### src/verilog/txi_defines.svh
// Constants for the transmit symbol injection block: offsets, fields, resets, timing.
// Assumes inclusion by bare name from every file that needs them.
`ifndef TXI_DEFINES_SVH
`define TXI_DEFINES_SVH

// ----------------------------------------------------------------------------
// Register indices (byte address is four times the index)
// ----------------------------------------------------------------------------
`define TXI_IDX_STATE_CTRL   4'h4
`define TXI_IDX_THRESHOLD    4'h5
`define TXI_IDX_SYM_FIRST    4'h6
`define TXI_IDX_SYM_SECOND   4'h7
`define TXI_IDX_STATUS       4'h8
`define TXI_IDX_COUNT        4'h9

// ----------------------------------------------------------------------------
// Transmit state control and status fields
// ----------------------------------------------------------------------------
`define TXI_PAT_LSB          0
`define TXI_PAT_MSB          2
`define TXI_INJ_LOW_BIT      3
`define TXI_INJ_HIGH_BIT     4
`define TXI_SMOOTH_BIT       5
`define TXI_PARITY_EN_BIT    6
`define TXI_SPARE_BIT        7
`define TXI_STATUS_PERR_BIT  0
`define TXI_STATUS_BUSY_BIT  1

// ----------------------------------------------------------------------------
// Reset values
// ----------------------------------------------------------------------------
`define TXI_RST_STATE_CTRL   8'ha2
`define TXI_RST_THRESHOLD    8'h00
`define TXI_RST_SYM          8'he0
`define TXI_RST_COUNT        8'h00

// ----------------------------------------------------------------------------
// Fixed symbols and timing
// ----------------------------------------------------------------------------
`define TXI_SYM_IDLE         5'h1f
`define TXI_SYM_QUIET        5'h00
`define TXI_SYM_HALT         5'h04
`define TXI_CLK_PERIOD_NS    40
`define TXI_PAIR_TIME_NS     80
`define TXI_PAIR_CYCLES      (`TXI_PAIR_TIME_NS / `TXI_CLK_PERIOD_NS)

`endif

### src/verilog/txi_pkg.sv
// Types shared by the transmit symbol injection block.
// Assumes nothing; compiled before all modules.
`default_nettype none

package txi_pkg;

    // ------------------------------------------------------------------------
    // Modes and states
    // ------------------------------------------------------------------------
    typedef enum logic [1:0] {
        TXI_INJ_NONE     = 2'h0,
        TXI_INJ_ONESHOT  = 2'h1,
        TXI_INJ_PERIODIC = 2'h2,
        TXI_INJ_CONT     = 2'h3
    } txi_inj_mode_type;

    typedef enum logic [2:0] {
        TXI_PAT_ACTIVE = 3'h0,
        TXI_PAT_IDLE   = 3'h1,
        TXI_PAT_OFF    = 3'h2,
        TXI_PAT_RSV3   = 3'h3,
        TXI_PAT_MASTER = 3'h4,
        TXI_PAT_HALT   = 3'h5,
        TXI_PAT_QUIET  = 3'h6,
        TXI_PAT_RSV7   = 3'h7
    } txi_pat_type;

    typedef enum logic [2:0] {
        TXI_OS_IDLE  = 3'h1,
        TXI_OS_WAIT  = 3'h2,
        TXI_OS_COUNT = 3'h4
    } txi_os_state_type;

    // ------------------------------------------------------------------------
    // Request word from the media access controller
    // ------------------------------------------------------------------------
    typedef struct packed {
        logic [4:0] first;
        logic [4:0] second;
        logic       start_delim;
        logic       parity;
    } txi_req_type;

endpackage : txi_pkg

`default_nettype wire

### src/verilog/txi_fifo.sv
// Request FIFO with parameter width and depth, valid and ready on both sides.
// Assumes a single clock; depth is a power of two.
`default_nettype none

module txi_fifo #(
    parameter int WIDTH = 12,
    parameter int DEPTH = 16
) (
    input  wire logic             clock,
    input  wire logic             arst_n,
    input  wire logic             in_valid,
    input  wire logic [WIDTH-1:0] in_data,
    output logic                  in_ready,
    output logic                  out_valid,
    output logic      [WIDTH-1:0] out_data,
    input  wire logic             out_ready
);
    localparam int AW = $clog2(DEPTH);

    logic [WIDTH-1:0] mem [DEPTH];
    logic [AW-1:0]    wr_ptr_r;
    logic [AW-1:0]    rd_ptr_r;
    logic [AW:0]      level_r;
    logic [AW:0]      level_nxt;
    wire              push = in_valid && in_ready;
    wire              pop  = out_ready && out_valid;

    // Ready and valid are flops themselves so neither side sees a glitch
    assign level_nxt = level_r + (AW+1)'(push) - (AW+1)'(pop);
    assign out_data  = mem[rd_ptr_r];

    // Storage write
    always_ff @(posedge clock) begin
        if (push) begin
            mem[wr_ptr_r] <= in_data;
        end
    end

    // Pointers and level
    always_ff @(posedge clock or negedge arst_n) begin
        if (!arst_n) begin
            wr_ptr_r <= '0;
            rd_ptr_r <= '0;
            level_r   <= '0;
            in_ready  <= 1'b1;
            out_valid <= 1'b0;
        end else begin
            wr_ptr_r  <= wr_ptr_r + AW'(push);
            rd_ptr_r  <= rd_ptr_r + AW'(pop);
            level_r   <= level_nxt;
            in_ready  <= (level_nxt != (AW+1)'(DEPTH));
            out_valid <= (level_nxt != '0);
        end
    end

endmodule : txi_fifo

`default_nettype wire

### src/verilog/txi_inj_counter.sv
// Eight-bit injection down-counter with reload.
// Assumes step is already gated by the pair-rate enable and the mode.
`include "txi_defines.svh"
`default_nettype none

module txi_inj_counter #(
    parameter int WIDTH = 8
) (
    input  wire logic             clock,
    input  wire logic             arst_n,
    input  wire logic             step,
    input  wire logic             load,
    input  wire logic [WIDTH-1:0] load_value,
    output logic      [WIDTH-1:0] count_r
);
    logic [WIDTH-1:0] count_nxt;

    // Load wins over step; zero reloads instead of wrapping
    assign count_nxt = load ? load_value :
                       !step ? count_r :
                       (count_r == '0) ? load_value : count_r - WIDTH'(1);

    always_ff @(posedge clock or negedge arst_n) begin
        if (!arst_n) begin
            count_r <= WIDTH'(`TXI_RST_COUNT);
        end else begin
            count_r <= count_nxt;
        end
    end

endmodule : txi_inj_counter

`default_nettype wire

### src/verilog/txi_top.sv
// Transmit symbol injection control: register file, pattern and injection muxing.
// Assumes Avalon-MM master on the register port and request words synchronous
// to clock; one symbol pair leaves every pair-rate enable.
//
// Decided for this implementation: the placing of the registers and the Avalon-MM register port.
`include "txi_defines.svh"
`default_nettype none

module txi_top #(
    parameter int FIFO_DEPTH = 16
) (
    input  wire logic                 clock,
    input  wire logic                 arst_n,
    input  wire logic [5:0]           avs_address,
    input  wire logic                 avs_read,
    input  wire logic                 avs_write,
    input  wire logic [31:0]          avs_writedata,
    input  wire logic [3:0]           avs_byteenable,
    output logic      [31:0]          avs_readdata_r,
    output logic                      avs_waitrequest_r,
    input  wire logic                 req_valid,
    input  wire txi_pkg::txi_req_type req_data,
    output logic                      req_ready,
    output logic      [9:0]           tx_pair_r,
    output logic                      tx_strobe_r,
    output logic                      optical_tx_enable_r
);
    // ------------------------------------------------------------------------
    // Declarations
    // ------------------------------------------------------------------------
    logic [7:0]                 state_ctrl_r;
    logic [7:0]                 state_ctrl_nxt;
    logic [7:0]                 threshold_r;
    logic [7:0]                 sym_first_r;
    logic [7:0]                 sym_second_r;
    logic                       parity_err_r;
    logic                       tick_r;
    logic [1:0]                 div_r;
    logic [7:0]                 count_r;
    logic                       fifo_valid;
    txi_pkg::txi_req_type       head;
    txi_pkg::txi_os_state_type  os_state_r;
    txi_pkg::txi_os_state_type  os_state_nxt;
    logic [9:0]                 base_pair;
    logic [31:0]                rd_mux;

    // ------------------------------------------------------------------------
    // Bus decode
    // ------------------------------------------------------------------------
    wire [3:0] reg_idx    = avs_address[5:2];
    wire       wr_fire    = avs_write && !avs_waitrequest_r && avs_byteenable[0];
    wire       rd_take    = avs_read && avs_waitrequest_r;
    wire       wr_ctrl    = wr_fire && (reg_idx == `TXI_IDX_STATE_CTRL);
    wire       wr_thr     = wr_fire && (reg_idx == `TXI_IDX_THRESHOLD);
    wire       wr_sym_a   = wr_fire && (reg_idx == `TXI_IDX_SYM_FIRST);
    wire       wr_sym_b   = wr_fire && (reg_idx == `TXI_IDX_SYM_SECOND);
    wire       wr_status  = wr_fire && (reg_idx == `TXI_IDX_STATUS);
    wire [7:0] wdata      = avs_writedata[7:0];

    // ------------------------------------------------------------------------
    // Mode decode
    // ------------------------------------------------------------------------
    wire txi_pkg::txi_inj_mode_type inj_mode =
        txi_pkg::txi_inj_mode_type'(state_ctrl_r[`TXI_INJ_HIGH_BIT:`TXI_INJ_LOW_BIT]);
    wire txi_pkg::txi_pat_type pat =
        txi_pkg::txi_pat_type'(state_ctrl_r[`TXI_PAT_MSB:`TXI_PAT_LSB]);
    wire       mode_os    = (inj_mode == txi_pkg::TXI_INJ_ONESHOT);
    wire       mode_per   = (inj_mode == txi_pkg::TXI_INJ_PERIODIC);
    wire       mode_cont  = (inj_mode == txi_pkg::TXI_INJ_CONT);
    wire       parity_en  = state_ctrl_r[`TXI_PARITY_EN_BIT];
    wire [9:0] inj_pair   = {sym_first_r[4:0], sym_second_r[4:0]};

    // ------------------------------------------------------------------------
    // Data path and injection decision
    // ------------------------------------------------------------------------
    // Only the active pattern drains the FIFO; other patterns back-pressure the source
    wire       pat_active = (pat == txi_pkg::TXI_PAT_ACTIVE);
    wire       pop        = tick_r && pat_active && fifo_valid;
    wire       jk_now     = pop && head.start_delim;
    // Idle counts as waiting, so a delimiter in the first slot after arming is not missed
    wire       os_wait    = (os_state_r != txi_pkg::TXI_OS_COUNT);
    wire       os_count   = (os_state_r == txi_pkg::TXI_OS_COUNT);
    wire       thr_zero   = (threshold_r == 8'h00);
    wire       os_hit_jk  = mode_os && os_wait && jk_now && thr_zero;
    wire       os_hit_cnt = mode_os && os_count && (count_r == 8'h01);
    wire       per_hit    = mode_per && (count_r == 8'h00);
    wire       inject     = tick_r && (mode_cont || per_hit || os_hit_jk || os_hit_cnt);
    wire       os_done    = tick_r && (os_hit_jk || os_hit_cnt);
    wire       cnt_step   = tick_r && (mode_per || (mode_os && os_count));
    wire       cnt_load   = wr_thr || (tick_r && mode_os && os_wait && jk_now);
    wire       bad_parity = pop && parity_en && !(^{head.first, head.second, head.parity});
    wire       txe_nxt    = (pat != txi_pkg::TXI_PAT_OFF);

    // Line pattern per transmit pattern code; reserved codes fall to quiet
    always_comb begin
        case (pat)
            txi_pkg::TXI_PAT_ACTIVE: base_pair = fifo_valid ? {head.first, head.second}
                                                            : {`TXI_SYM_IDLE, `TXI_SYM_IDLE};
            txi_pkg::TXI_PAT_IDLE:   base_pair = {`TXI_SYM_IDLE, `TXI_SYM_IDLE};
            txi_pkg::TXI_PAT_MASTER: base_pair = {`TXI_SYM_HALT, `TXI_SYM_QUIET};
            txi_pkg::TXI_PAT_HALT:   base_pair = {`TXI_SYM_HALT, `TXI_SYM_HALT};
            default:                 base_pair = {`TXI_SYM_QUIET, `TXI_SYM_QUIET};
        endcase
    end

    // One-shot sequencer: wait for a delimiter, then count pairs
    always_comb begin
        case (os_state_r)
            txi_pkg::TXI_OS_IDLE,
            txi_pkg::TXI_OS_WAIT:  os_state_nxt = !mode_os ? txi_pkg::TXI_OS_IDLE :
                                                  os_done ? txi_pkg::TXI_OS_IDLE :
                                                  (tick_r && jk_now) ? txi_pkg::TXI_OS_COUNT :
                                                  txi_pkg::TXI_OS_WAIT;
            txi_pkg::TXI_OS_COUNT: os_state_nxt = (!mode_os || os_done) ? txi_pkg::TXI_OS_IDLE
                                                                        : txi_pkg::TXI_OS_COUNT;
            default:               os_state_nxt = txi_pkg::TXI_OS_IDLE;
        endcase
    end

    // Software write wins over the hardware clear so a new arm is never lost
    assign state_ctrl_nxt = wr_ctrl ? wdata :
        (os_done ? (state_ctrl_r & ~(8'h01 << `TXI_INJ_LOW_BIT)) : state_ctrl_r);

    // Read mux; unmapped words read zero
    always_comb begin
        rd_mux = 32'h0000_0000;
        case (reg_idx)
            `TXI_IDX_STATE_CTRL: rd_mux[7:0] = state_ctrl_r;
            `TXI_IDX_THRESHOLD:  rd_mux[7:0] = threshold_r;
            `TXI_IDX_SYM_FIRST:  rd_mux[7:0] = sym_first_r;
            `TXI_IDX_SYM_SECOND: rd_mux[7:0] = sym_second_r;
            `TXI_IDX_STATUS:     rd_mux[1:0] = {!(os_state_r == txi_pkg::TXI_OS_IDLE),
                                                parity_err_r};
            `TXI_IDX_COUNT:      rd_mux[7:0] = count_r;
            default:             rd_mux = 32'h0000_0000;
        endcase
    end

    // ------------------------------------------------------------------------
    // Submodules
    // ------------------------------------------------------------------------
    txi_fifo #(
        .WIDTH ($bits(txi_pkg::txi_req_type)),
        .DEPTH (FIFO_DEPTH)
    ) u_fifo (
        .clock     (clock),
        .arst_n    (arst_n),
        .in_valid  (req_valid),
        .in_data   (req_data),
        .in_ready  (req_ready),
        .out_valid (fifo_valid),
        .out_data  (head),
        .out_ready (pop)
    );

    txi_inj_counter #(
        .WIDTH (8)
    ) u_counter (
        .clock      (clock),
        .arst_n     (arst_n),
        .step       (cnt_step),
        .load       (cnt_load),
        .load_value (threshold_r),
        .count_r    (count_r)
    );

    // ------------------------------------------------------------------------
    // Pair-rate divider
    // ------------------------------------------------------------------------
    always_ff @(posedge clock or negedge arst_n) begin
        if (!arst_n) begin
            div_r  <= 2'h0;
            tick_r <= 1'b0;
        end else begin
            div_r  <= (div_r == 2'(`TXI_PAIR_CYCLES - 1)) ? 2'h0 : div_r + 2'h1;
            tick_r <= (div_r == 2'(`TXI_PAIR_CYCLES - 1));
        end
    end

    // ------------------------------------------------------------------------
    // Registers
    // ------------------------------------------------------------------------
    always_ff @(posedge clock or negedge arst_n) begin
        if (!arst_n) begin
            state_ctrl_r <= `TXI_RST_STATE_CTRL;
            threshold_r  <= `TXI_RST_THRESHOLD;
            sym_first_r  <= `TXI_RST_SYM;
            sym_second_r <= `TXI_RST_SYM;
            parity_err_r <= 1'b0;
            os_state_r   <= txi_pkg::TXI_OS_IDLE;
        end else begin
            state_ctrl_r <= state_ctrl_nxt;
            threshold_r  <= wr_thr ? wdata : threshold_r;
            sym_first_r  <= wr_sym_a ? wdata : sym_first_r;
            sym_second_r <= wr_sym_b ? wdata : sym_second_r;
            // New error wins over a write-one clear in the same cycle
            parity_err_r <= bad_parity ||
                            (parity_err_r && !(wr_status && wdata[`TXI_STATUS_PERR_BIT]));
            os_state_r   <= os_state_nxt;
        end
    end

    // Bus answer: one wait state for reads and writes
    always_ff @(posedge clock or negedge arst_n) begin
        if (!arst_n) begin
            avs_waitrequest_r <= 1'b1;
            avs_readdata_r    <= 32'h0000_0000;
        end else begin
            avs_waitrequest_r <= !((avs_read || avs_write) && avs_waitrequest_r);
            avs_readdata_r    <= rd_take ? rd_mux : avs_readdata_r;
        end
    end

    // Line output, updated once per pair slot
    always_ff @(posedge clock or negedge arst_n) begin
        if (!arst_n) begin
            tx_pair_r           <= {`TXI_SYM_QUIET, `TXI_SYM_QUIET};
            tx_strobe_r         <= 1'b0;
            optical_tx_enable_r <= 1'b0;
        end else begin
            tx_strobe_r <= tick_r;
            if (tick_r) begin
                tx_pair_r           <= inject ? inj_pair : base_pair;
                optical_tx_enable_r <= txe_nxt;
            end
        end
    end
endmodule : txi_top

`default_nettype wire
### config.mk
export PLATFORM = sky130hd
export DESIGN_NAME = txi_top
export DESIGN_NICKNAME = d
export VERILOG_FILES = /design/src/verilog/txi_pkg.sv /design/src/verilog/txi_fifo.sv /design/src/verilog/txi_inj_counter.sv /design/src/verilog/txi_top.sv
export VERILOG_INCLUDE_DIRS = /design/src /design/src/verilog
export SDC_FILE = /design/constraint.sdc
export NUM_CORES = 1
export LEC_CHECK = 0
export BUFFER_PORTS_ARGS = -buffer_cell sky130_fd_sc_hd__buf_2
export CELL_PAD_IN_SITES_DETAIL_PLACEMENT = 0
export CELL_PAD_IN_SITES_GLOBAL_PLACEMENT = 2
export CORE_MARGIN = 2
export CORE_UTILIZATION = 44
export DETAILED_ROUTE_END_ITERATION = 8
export PLACE_DENSITY = 0.79
export RECOVER_POWER = 50
export SLEW_MARGIN = 0
export SYNTH_ARGS = -nofsm -noshare
export SYNTH_HDL_FRONTEND = slang
export SYNTH_SLANG_ARGS = --single-unit
export TNS_END_PERCENT = 20
### constraint.sdc
create_clock -name clock -period 3.15 [get_ports clock]
set_input_delay 0.4725 -clock clock [delete_from_list [all_inputs] [get_ports clock]]
set_output_delay 0.4725 -clock clock [all_outputs]
set_load 0.03 [all_outputs]
Word-level counts from Yosys, hierarchy flattened:

Memories as Yosys holds them, arrays and structs flattened.
Index checks and enable logic that the tools add are counted.

* flip-flop bits (word level): 83
* bits in writable memories: 192
* input port bits: 59
* output and inout bits: 46
* logic and storage cells: 119
* memories: 1

Memory list
* u_fifo.mem: words 16, bits a word 12, read ports 1, clocked after Yosys merged registers in 0, wr ports 1, RTL line txi_fifo.sv:20 `logic [WIDTH-1:0] mem [DEPTH];`

* $add $sub $neg: 6
* equality and inequality tests: 20
* multiplexer cells: 18
* reductions and logical operators: 54

Operator list (count)
* $pmux 10 s4: 1
* $mux 8: 4
* $logic_and 1x1->1: 31
* $pmux 6 s5: 1
* $mux 10: 2
* $eq 4x3->1 const B: 4
* $logic_not 8->1: 2
* $mux 3: 4
* $pmux 2 s6: 1
* $reduce_xor 11->1: 1
* $eq 3x3->1 const B: 3
* $logic_or 1x1->1: 9
* $add 4x1->4: 2
* $eq 4x4->1 const B: 2
* $eq 8x1->1 const B: 1
* $sub 8x1->8 const B: 1
* $eq 3x1->1 const B: 2
* $logic_not 1->1: 6
* $pmux 3 s2: 1
* $add 5x1->5: 1
* $ne 5x5->1 const B: 1
* $reduce_bool 5->1: 1
* $sub 5x1->5: 1
* $eq 2x1->1 const B: 2
* other kinds (11): 14

Longest topological paths before layout:

Gate-level depths: netlist (run 1).

* word-level depth: 11
* mapped depth: 12
* depth with buffers taken out: 11

Modules after synthesis:

From an unflattened synthesis (run 1), not the netlist that was laid out.

* cell total of the unflattened synthesis: 775
* area, all modules: 11902.7 µm²

Modules (own cells, without submodules)
* txi_fifo: instances 1, cells each 424, area each 8122.8 µm², sequential area each 6142.1 µm²
* txi_top: instances 1, cells each 284, area each 3204.3 µm², sequential area each 1515.2 µm²
* txi_inj_counter: instances 1, cells each 67, area each 575.6 µm², sequential area each 200.2 µm²

Least setup slack after synthesis (run 1):

OpenSTA, ideal clock, no wires.

* path kind: flip-flop to flip-flop
* start point: register u_fifo.rd_ptr_r[1]
* end point: register parity_err_r
* library setup time: 0.122 ns
* arrival: 2.667 ns
* data required time: 3.028 ns
* slack: 0.361 ns
* cell stages (with the launch flop): 10
* buffers on the path: 3
* period minus slack after synthesis: 2.789 ns
* cells stage by stage: dfrtp_1 buf_4 buf_2 clkbuf_1 mux4_2 mux4_2 xor2_1 xnor2_1 xnor3_1 a32o_1

* cells in the longest elaborated chain, start to end: 5

Ends and longest elaborated chain
* start, declared: RTL line txi_fifo.sv:22 `logic [AW-1:0] rd_ptr_r;`
* start signal, assigned: RTL line txi_fifo.sv:49 `rd_ptr_r <= rd_ptr_r + AW'(pop);`
* $mem_v2 16x12
* $reduce_xor 11->1: RTL line txi_top.sv:91 `wire bad_parity = pop && parity_en && !(^{head.first, head.second, head.parity});`
* $logic_not 1->1: RTL line txi_top.sv:91
* $logic_and 1x1->1: RTL line txi_top.sv:91
* $logic_or 1x1->1: RTL line txi_top.sv:197 `parity_err_r <= bad_parity ||`
* end signal, assigned: RTL line txi_top.sv:197
* end, declared: RTL line txi_top.sv:36 `logic parity_err_r;`

Every way passes these cells.
A chain may end at the register's enable or synchronous reset.

Worst setup path in the final report (run 1):

* start point: register u_fifo.rd_ptr_r[0]
* end point: register parity_err_r

The elaborated chain is that of the path after synthesis.

==> metrics.md, run 1 <==
| Metric | Value |
|---|---|
| Nets@finish | `909` |
| Met3 Usage GRT | `0.0274` |
| Routability cong. | `between 0.8 and 0.9` |
| First-pass GRT wire length | `39,700 um` |
| Fill cells | `2,140` |
| Area share of the largest cell type after synthesis | `0.490` |
| Synth Instances | `741` |
| Worst EP arrival | `3.52 ns` |
| CP max FO | `23` |
| Most common cell in the netlist | `edfxtp_1` |
| Most frequent cells after synthesis | `192 x edfxtp_1, 71 x dfrtp_1, 54 x nor2_1` |
| Share of cells above drive strength 1 | `0.261` |
| Setup ws final | `0.0750 ns` |
| Final Hold Viols | `0` |
| RSZ-0062 raised after global routing | `true` |
| Status | `complete, but fails checks` |
| CTS max path bufs | `3` |
| Worst skew pair latency | `0.56 ns` |
| Clk sinks | `275` |
| Failing checks | `DRC, capacitance limit, slew limit` |
| Post-DP HPWL | `16,800 um` |
| CTS tree | `yes` |
| Register area | `7860 sq um` |
| Crit-path slowest cell | `dfrtp_4` |
| Core ar. | `26,100 sq um` |
| Vias in the first global route | `a little under 7k` |
| Placed Cells | `roughly 1.1k` |
| Share of synthesized registers carrying an async set or reset | `0.302` |
| Crit path kind | `register to register` |
| Die area | `around 28,000 sq um` |
| Final period utilization | `0.976` |
| Grt total ovfl | `0` |
| Cell row count | `59` |
| Worst path required time | `3.59 ns` |
| Final setup viols | `0` |
| Starting density of the core | `0.450` |
| Max Slew Vio Count | `31` |
| Total power | `12.4 mW` |
| Synth cell types | `56` |
| Vias | `6,577` |
| Crit path cell chain | `buf_12, mux2i_1, a221oi_1, a21oi_1, o21ai_0, xor2_1, xnor2_1, xnor3_1, a32o_1` |
| Routed Antenna Nets | `0` |
| Area of the multi-input gates | `around 3600 sq um` |
| Worst path top cell family by delay | `compound AO/OA/AOI/OAI gates` |
| DR vias/cell | `5.52` |
| PortBufs | `51` |
| Initial antenna violation count | `0` |
| GRT Max-Usage Layer | `met2` |
| CP bufs+invs | `1` |
| Final Critical Period | `3.07 ns` |
| CTS root buf | `clkbuf_16` |
| Yosys warns | `0` |
| Initial DRT Pass Iterations | `7` |
| Area contributors post-synth | `edfxtp_1 49%, dfrtp_1 15%, mux4_2 7.8%` |
| Ports | `105` |
| Mapped Area | `11,800 sq um` |
| Initial DRC Count | `428` |
| Layout Area Growth over Synthesis | `14.7%` |
| Syn avg cell area | `~16 sq um` |
| CP startpoint kind | `register` |
| Die W | `168 um` |
| Synth Flop Type | `edfxtp_1` |
| Max stage delay on crit path | `0.55 ns` |
| M2 GR Usage | `0.321` |
| Number of synthesized flops with an enable pin | `roughly 190` |
| Setup WS pre-CTS | `0.000875 ns` |
| P_leak | `~5 nW` |
| Synth area leader | `edfxtp_1` |
| Timing-limited maximum frequency | `0.325 GHz` |
| Final wirelength | `25,500 um` |
| Drt wl/cell | `21.4 um` |
| Largest net degree at the start of global routing | `40` |
| Global-route met1 utilization | `0.242` |
| Max-cap viol count | `1` |
| Clock Skew | `0.0117 ns` |
| Layout Cells excl Fill | `1,192` |
| Total CTS buffers | `29` |
| Flops & latches, synth | `between 200 and 300` |
| Gr usage total | `0.185` |
| Die H | `approximately 170 um` |
| Post-route DRC | `8` |
| Least-Margin Pin Slew | `around 1.6 ns` |
| VDD IR max | `0.611 mV` |
| HP Class | `input port to register` |
| Relative slew slack | `-0.0862` |
| Seq/Total Area, Yosys | `0.668` |
| Antenna Cells | `0` |
| Pwr Density | `918 nW/um^2` |
| Reg clk slew, reported paths | `0.06 ns` |
| CP Capture Type | `register` |
| H-tree depth | `1` |
[path summary, 6_finish.rpt]
check / startpoint / endpoint / slack [ns] / depth (start not counted)
worst max-delay path: u_fifo.rd_ptr_r[0] / parity_err_r / 0.08 / 9
worst min-delay path: avs_read / avs_waitrequest_r / 0.11 / 2
worst max register to register: u_fifo.rd_ptr_r[0] / parity_err_r / 0.08 / 9
worst min register to register: div_r[1] / tick_r / 0.41 / 1
max in group asynchronous: arst_n / avs_readdata_r[7] / 0.80 / 3
min in group asynchronous: arst_n / tx_strobe_r / 0.45 / 2
[state kept, by name (all words and copies together), names as in the netlist]
name / flops
state_ctrl_r: 8
u_fifo.rd_ptr_r: 4
avs_waitrequest_r: 1
u_fifo.out_valid: 1
optical_tx_enable_r: 1
sym_second_r: 8
threshold_r: 8
u_fifo.in_ready: 1
div_r: 2
u_counter.count_r: 8
tx_pair_r: 10
sym_first_r: 8
os_state_r: 3
u_fifo.level_r: 5
u_fifo.wr_ptr_r: 4
avs_readdata_r: 8
parity_err_r: 1
tx_strobe_r: 1
tick_r: 1
u_fifo.mem: 192
[per-stage QoR]
stage	area, sq um	hold WS, ns	util	setup TNS [ns]
finish	13500	0.114	0.517	0
global route	13500	0.138	0.517	-0.0170
CTS	13500	0.0848	0.516	0
detailed placement	12600	0.406	0.480	0
global placement	12600	0.403	0.480	0
floorplan	11900	0.177	-	0
[cell families (layout without fill, tap and decap cells)]
group / after synthesis / in the layout / synth area share
xor+xnor: 18 / 18 / 0.0146
simple gates: 127 / 127 / 0.0525
mux: 108 / 108 / 0.144
compound gates: 117 / 117 / 0.0660
fa+ha+maj: 13 / 13 / 0.0145
flops: 275 / 275 / 0.668
other cells: 1 / 24 / 0.000319
buf+inv: 82 / 175 / 0.0401
[cell type report]
cell class	instances	area share
Inverter	22	0.00612
Clock buffer	37	0.0575
Timing Repair Buffer	102	0.0487
Sequential cell	275	0.582
Tap cell	335	0.0310
Multi-Input combinational cell	407	0.264
Clock inverter	14	0.0101
[worst register-to-register path, stage by stage (launching register included)]
cell	delay, ns
dfrtp_4	0.55
buf_12	0.21
mux2i_1	0.15
a221oi_1	0.43
a21oi_1	0.07
o21ai_0	0.54
xor2_1	0.17
xnor2_1	0.23
xnor3_1	0.35
a32o_1	0.27
[power breakdown]
group / switching, mW / internal, mW
sequential: 0.387 / 4.46
clock: 1.37 / 1.90
combinational: 2.25 / 2.03
[cells in the final DEF, fill, tap and decap left out, types with 4 or more instances in the layout]
master	n
clkbuf_16	29
dfrtp_1	69
mux2i_1	33
buf_2	38
a221oi_1	13
dfstp_2	10
o21ai_0	24
xnor2_1	11
nand2_1	20
ha_1	12
nand3_1	5
nor3_2	4
clkbuf_1	20
buf_4	46
conb_1	24
nor4_1	5
clkinv_1	4
nor2b_1	12
clkinv_2	5
inv_1	22
mux2_2	30
a22oi_1	15
edfxtp_1	192
nand2b_1	8
xor2_1	6
o21a_1	5
a31oi_1	4
nor2_1	53
mux4_2	42
nor3_1	5
a21oi_1	31
[timing repair]
item | 4_1_cts | 5_1_grt
resized for setup | 1 | 8
endpoints found under the hold margin | 29 | 0
endpoints found under the setup margin | 1 | 15
hold buffers | 1 | 0
cloned | 0 | 0
buffers inserted | 0 | 3
[routing by layer]
layer  routed length, um  part of all wire
met1               10700              0.42
met2               12800              0.50
met3                1220             0.048
met4                 737             0.029
met5                   0                 0
Power figures use the tool's default switching activity.
==> run 2: changes to the inputs <==
- SETUP_SLACK_MARGIN: not set -> 0.4
- clock period: 3.15 -> 3.36 ns (I/O delays scaled with it)
==> metrics.md, run 2 (synthesis results as in run 1) <==
| Metric | Value |
|---|---|
| HP Class | `input port to register` |
| Register area | `7860 sq um` |
| Largest net degree at the start of global routing | `35` |
| Final wirelength | `between 20,000 and 30,000 um` |
| Relative slew slack | `-0.237` |
| Clock Skew | `0.0106 ns` |
| Max FFs per register | `around 190` |
| CTS tree | `yes` |
| Starting density of the core | `0.450` |
| Reg-to-Reg Start | `u_fifo.rd_ptr_r[0]` |
| Die H | `168 um` |
| Layout Area Growth over Synthesis | `15.4%` |
| Max Slew Vio Count | `34` |
| Worst EP arrival | `3.44 ns` |
| Top reg by flops | `u_fifo.mem` |
| Total CTS buffers | `29` |
| First-pass GRT wire length | `40,000 um` |
| Met3 Usage GRT | `0.0267` |
| CTS max path bufs | `3` |
| GRT Max-Usage Layer | `met2` |
| CTS root buf | `clkbuf_16` |
| Fin Setup TNS | `0 ns` |
| Drt wl/cell | `between 20 and 25 um` |
| Worst path required time | `3.80 ns` |
| Worst setup path endpoint | `parity_err_r` |
| Initial DRT Pass Iterations | `6` |
| Status | `complete, but fails checks` |
| Antenna Cells | `0` |
| Die W | `168 um` |
| Global-route met1 utilization | `0.244` |
| CP startpoint kind | `register` |
| VDD IR max | `about 0.57 mV` |
| R2R cell count | `10` |
| Most common cell after layout, fill and taps aside | `edfxtp_1` |
| Vias in the first global route | `a little under 7k` |
| Final setup viols | `0` |
| Final Hold Viols | `0` |
| Max-cap viol count | `1` |
| CP max FO | `11` |
| FF-to-FF End | `parity_err_r` |
| CP Capture Type | `register` |
| Largest registers | `u_fifo.mem: 192 flops, tx_pair_r: 10 flops` |
| H-tree depth | `1` |
| Routed Antenna Nets | `0` |
| Grt total ovfl | `0` |
| Crit path kind | `register to register` |
| Setup WS pre-CTS | `0.142 ns` |
| Timing-limited maximum frequency | `0.333 GHz` |
| DR vias/cell | `5.54` |
| RSZ-0062 raised after global routing | `true` |
| Worst skew pair latency | `approximately 0.55 ns` |
| M2 GR Usage | `0.327` |
| PortBufs | `51` |
| Most frequent cells in the layout | `192 x edfxtp_1, 68 x dfrtp_1, 52 x nor2_1` |
| Cell row count | `59` |
| Core ar. | `26,100 sq um` |
| Pwr Density | `roughly 860 nW/um^2` |
| Reg clk slew, reported paths | `0.06 ns` |
| Failing checks | `DRC, capacitance limit, slew limit` |
| Worst R2R Setup Slack | `about 0.35 ns` |
| Least-Margin Pin Slew | `1.86 ns` |
| Fill cells | `2,115` |
| Post-DP HPWL | `16,700 um` |
| Post-route DRC | `8` |
| Die area | `28,100 sq um` |
| Nets@finish | `907` |
| Routability cong. | `0.785` |
| P_leak | `5.10 nW` |
| Gr usage total | `0.188` |
| Setup ws final | `0.354 ns` |
| Crit path from | `u_fifo.rd_ptr_r[0]` |
| Vias | `6,604` |
| Initial antenna violation count | `0` |
| Share of cells above drive strength 1 | `0.267` |
| Final period utilization | `0.895` |
| Hold Path Stages | `2` |
| Area of the multi-input gates | `3590 sq um` |
| Clk sinks | `275` |
| Final Critical Period | `3.01 ns` |
| Ports | `105` |
| Initial DRC Count | `a little over 500` |
## run 2: cell count changes in the layout (fill, tap and decap cells not counted), moves of 2 or more
| cell | change |
|---|---|
| clkbuf_1 | +3 |
| buf_6 | +2 |
| mux2i_1 | -2 |
| buf_4 | -8 |
| a221oi_1 | -2 |
| a221oi_2 | +2 |
## run 2: cell type report
class	count	share of cell area
clock buffer	38	0.0567
clock inverter	15	0.0111
sequential	275	0.579
tap	335	0.0309
timing repair buffer	100	0.0515
multi-input combinational	407	0.264
inverter	22	0.00608
## run 2: per-layer routing
layer | vias up | routed length [um] | part of all wire
met4 | 0 | 898 | 0.035
li1 | 2999 | - | -
met1 | 3362 | 10900 | 0.42
met5 | - | 0 | 0
met3 | 50 | 1190 | 0.046
met2 | 193 | 12800 | 0.50
## run 2: critical path, stage by stage (launching register included)
cell,delay (ns)
dfrtp_4,0.57
buf_12,0.18
bufbuf_16,0.29
mux2i_1,0.12
a221oi_1,0.38
a22oi_1,0.16
nand2_1,0.16
xor2_1,0.19
xnor2_1,0.14
xnor3_1,0.42
a32o_1,0.26
## run 2: worst min path at each step
stage | from | endpoint
global route | avs_read | avs_waitrequest_r
detailed placement | div_r[1] | tick_r
finish | avs_read | avs_waitrequest_r
global placement | div_r[1] | tick_r
floorplan | arst_n | avs_readdata_r[0]
CTS | avs_read | avs_waitrequest_r
## run 2: through the flow
step	hold slack (ns)	std cells	power, mW	cell area [sq um]	util
finish	0.125	1192	11.7	13600	0.519
CTS	0.0989	1191	11.8	13600	0.519
global route	0.144	1192	12.3	13600	0.519
global placement	0.403	1129	8.42	12500	0.478
floorplan	0.208	764	7.36	11900	-
detailed placement	0.400	1129	8.48	12500	0.478
## run 2: timing repair
| item | 4_1_cts | 5_1_grt |
|---|---|---|
| gates resized for setup | 15 | 13 |
| hold buffers | 1 | 0 |
| buffers inserted | 6 | 1 |
| pin swaps | 2 | 4 |
| gates cloned | 2 | 0 |
| hold endpoints to repair | 29 | 0 |
| endpoints found under the setup margin | 19 | 19 |
## run 2: power by group
group | total [mW] | internal, mW | switching (mW)
Sequential | 4.57 | 4.18 | 0.390
Combinational | 4.06 | 1.96 | 2.10
Clock | 3.05 | 1.78 | 1.27
Total | 11.7 | 7.92 | 3.76
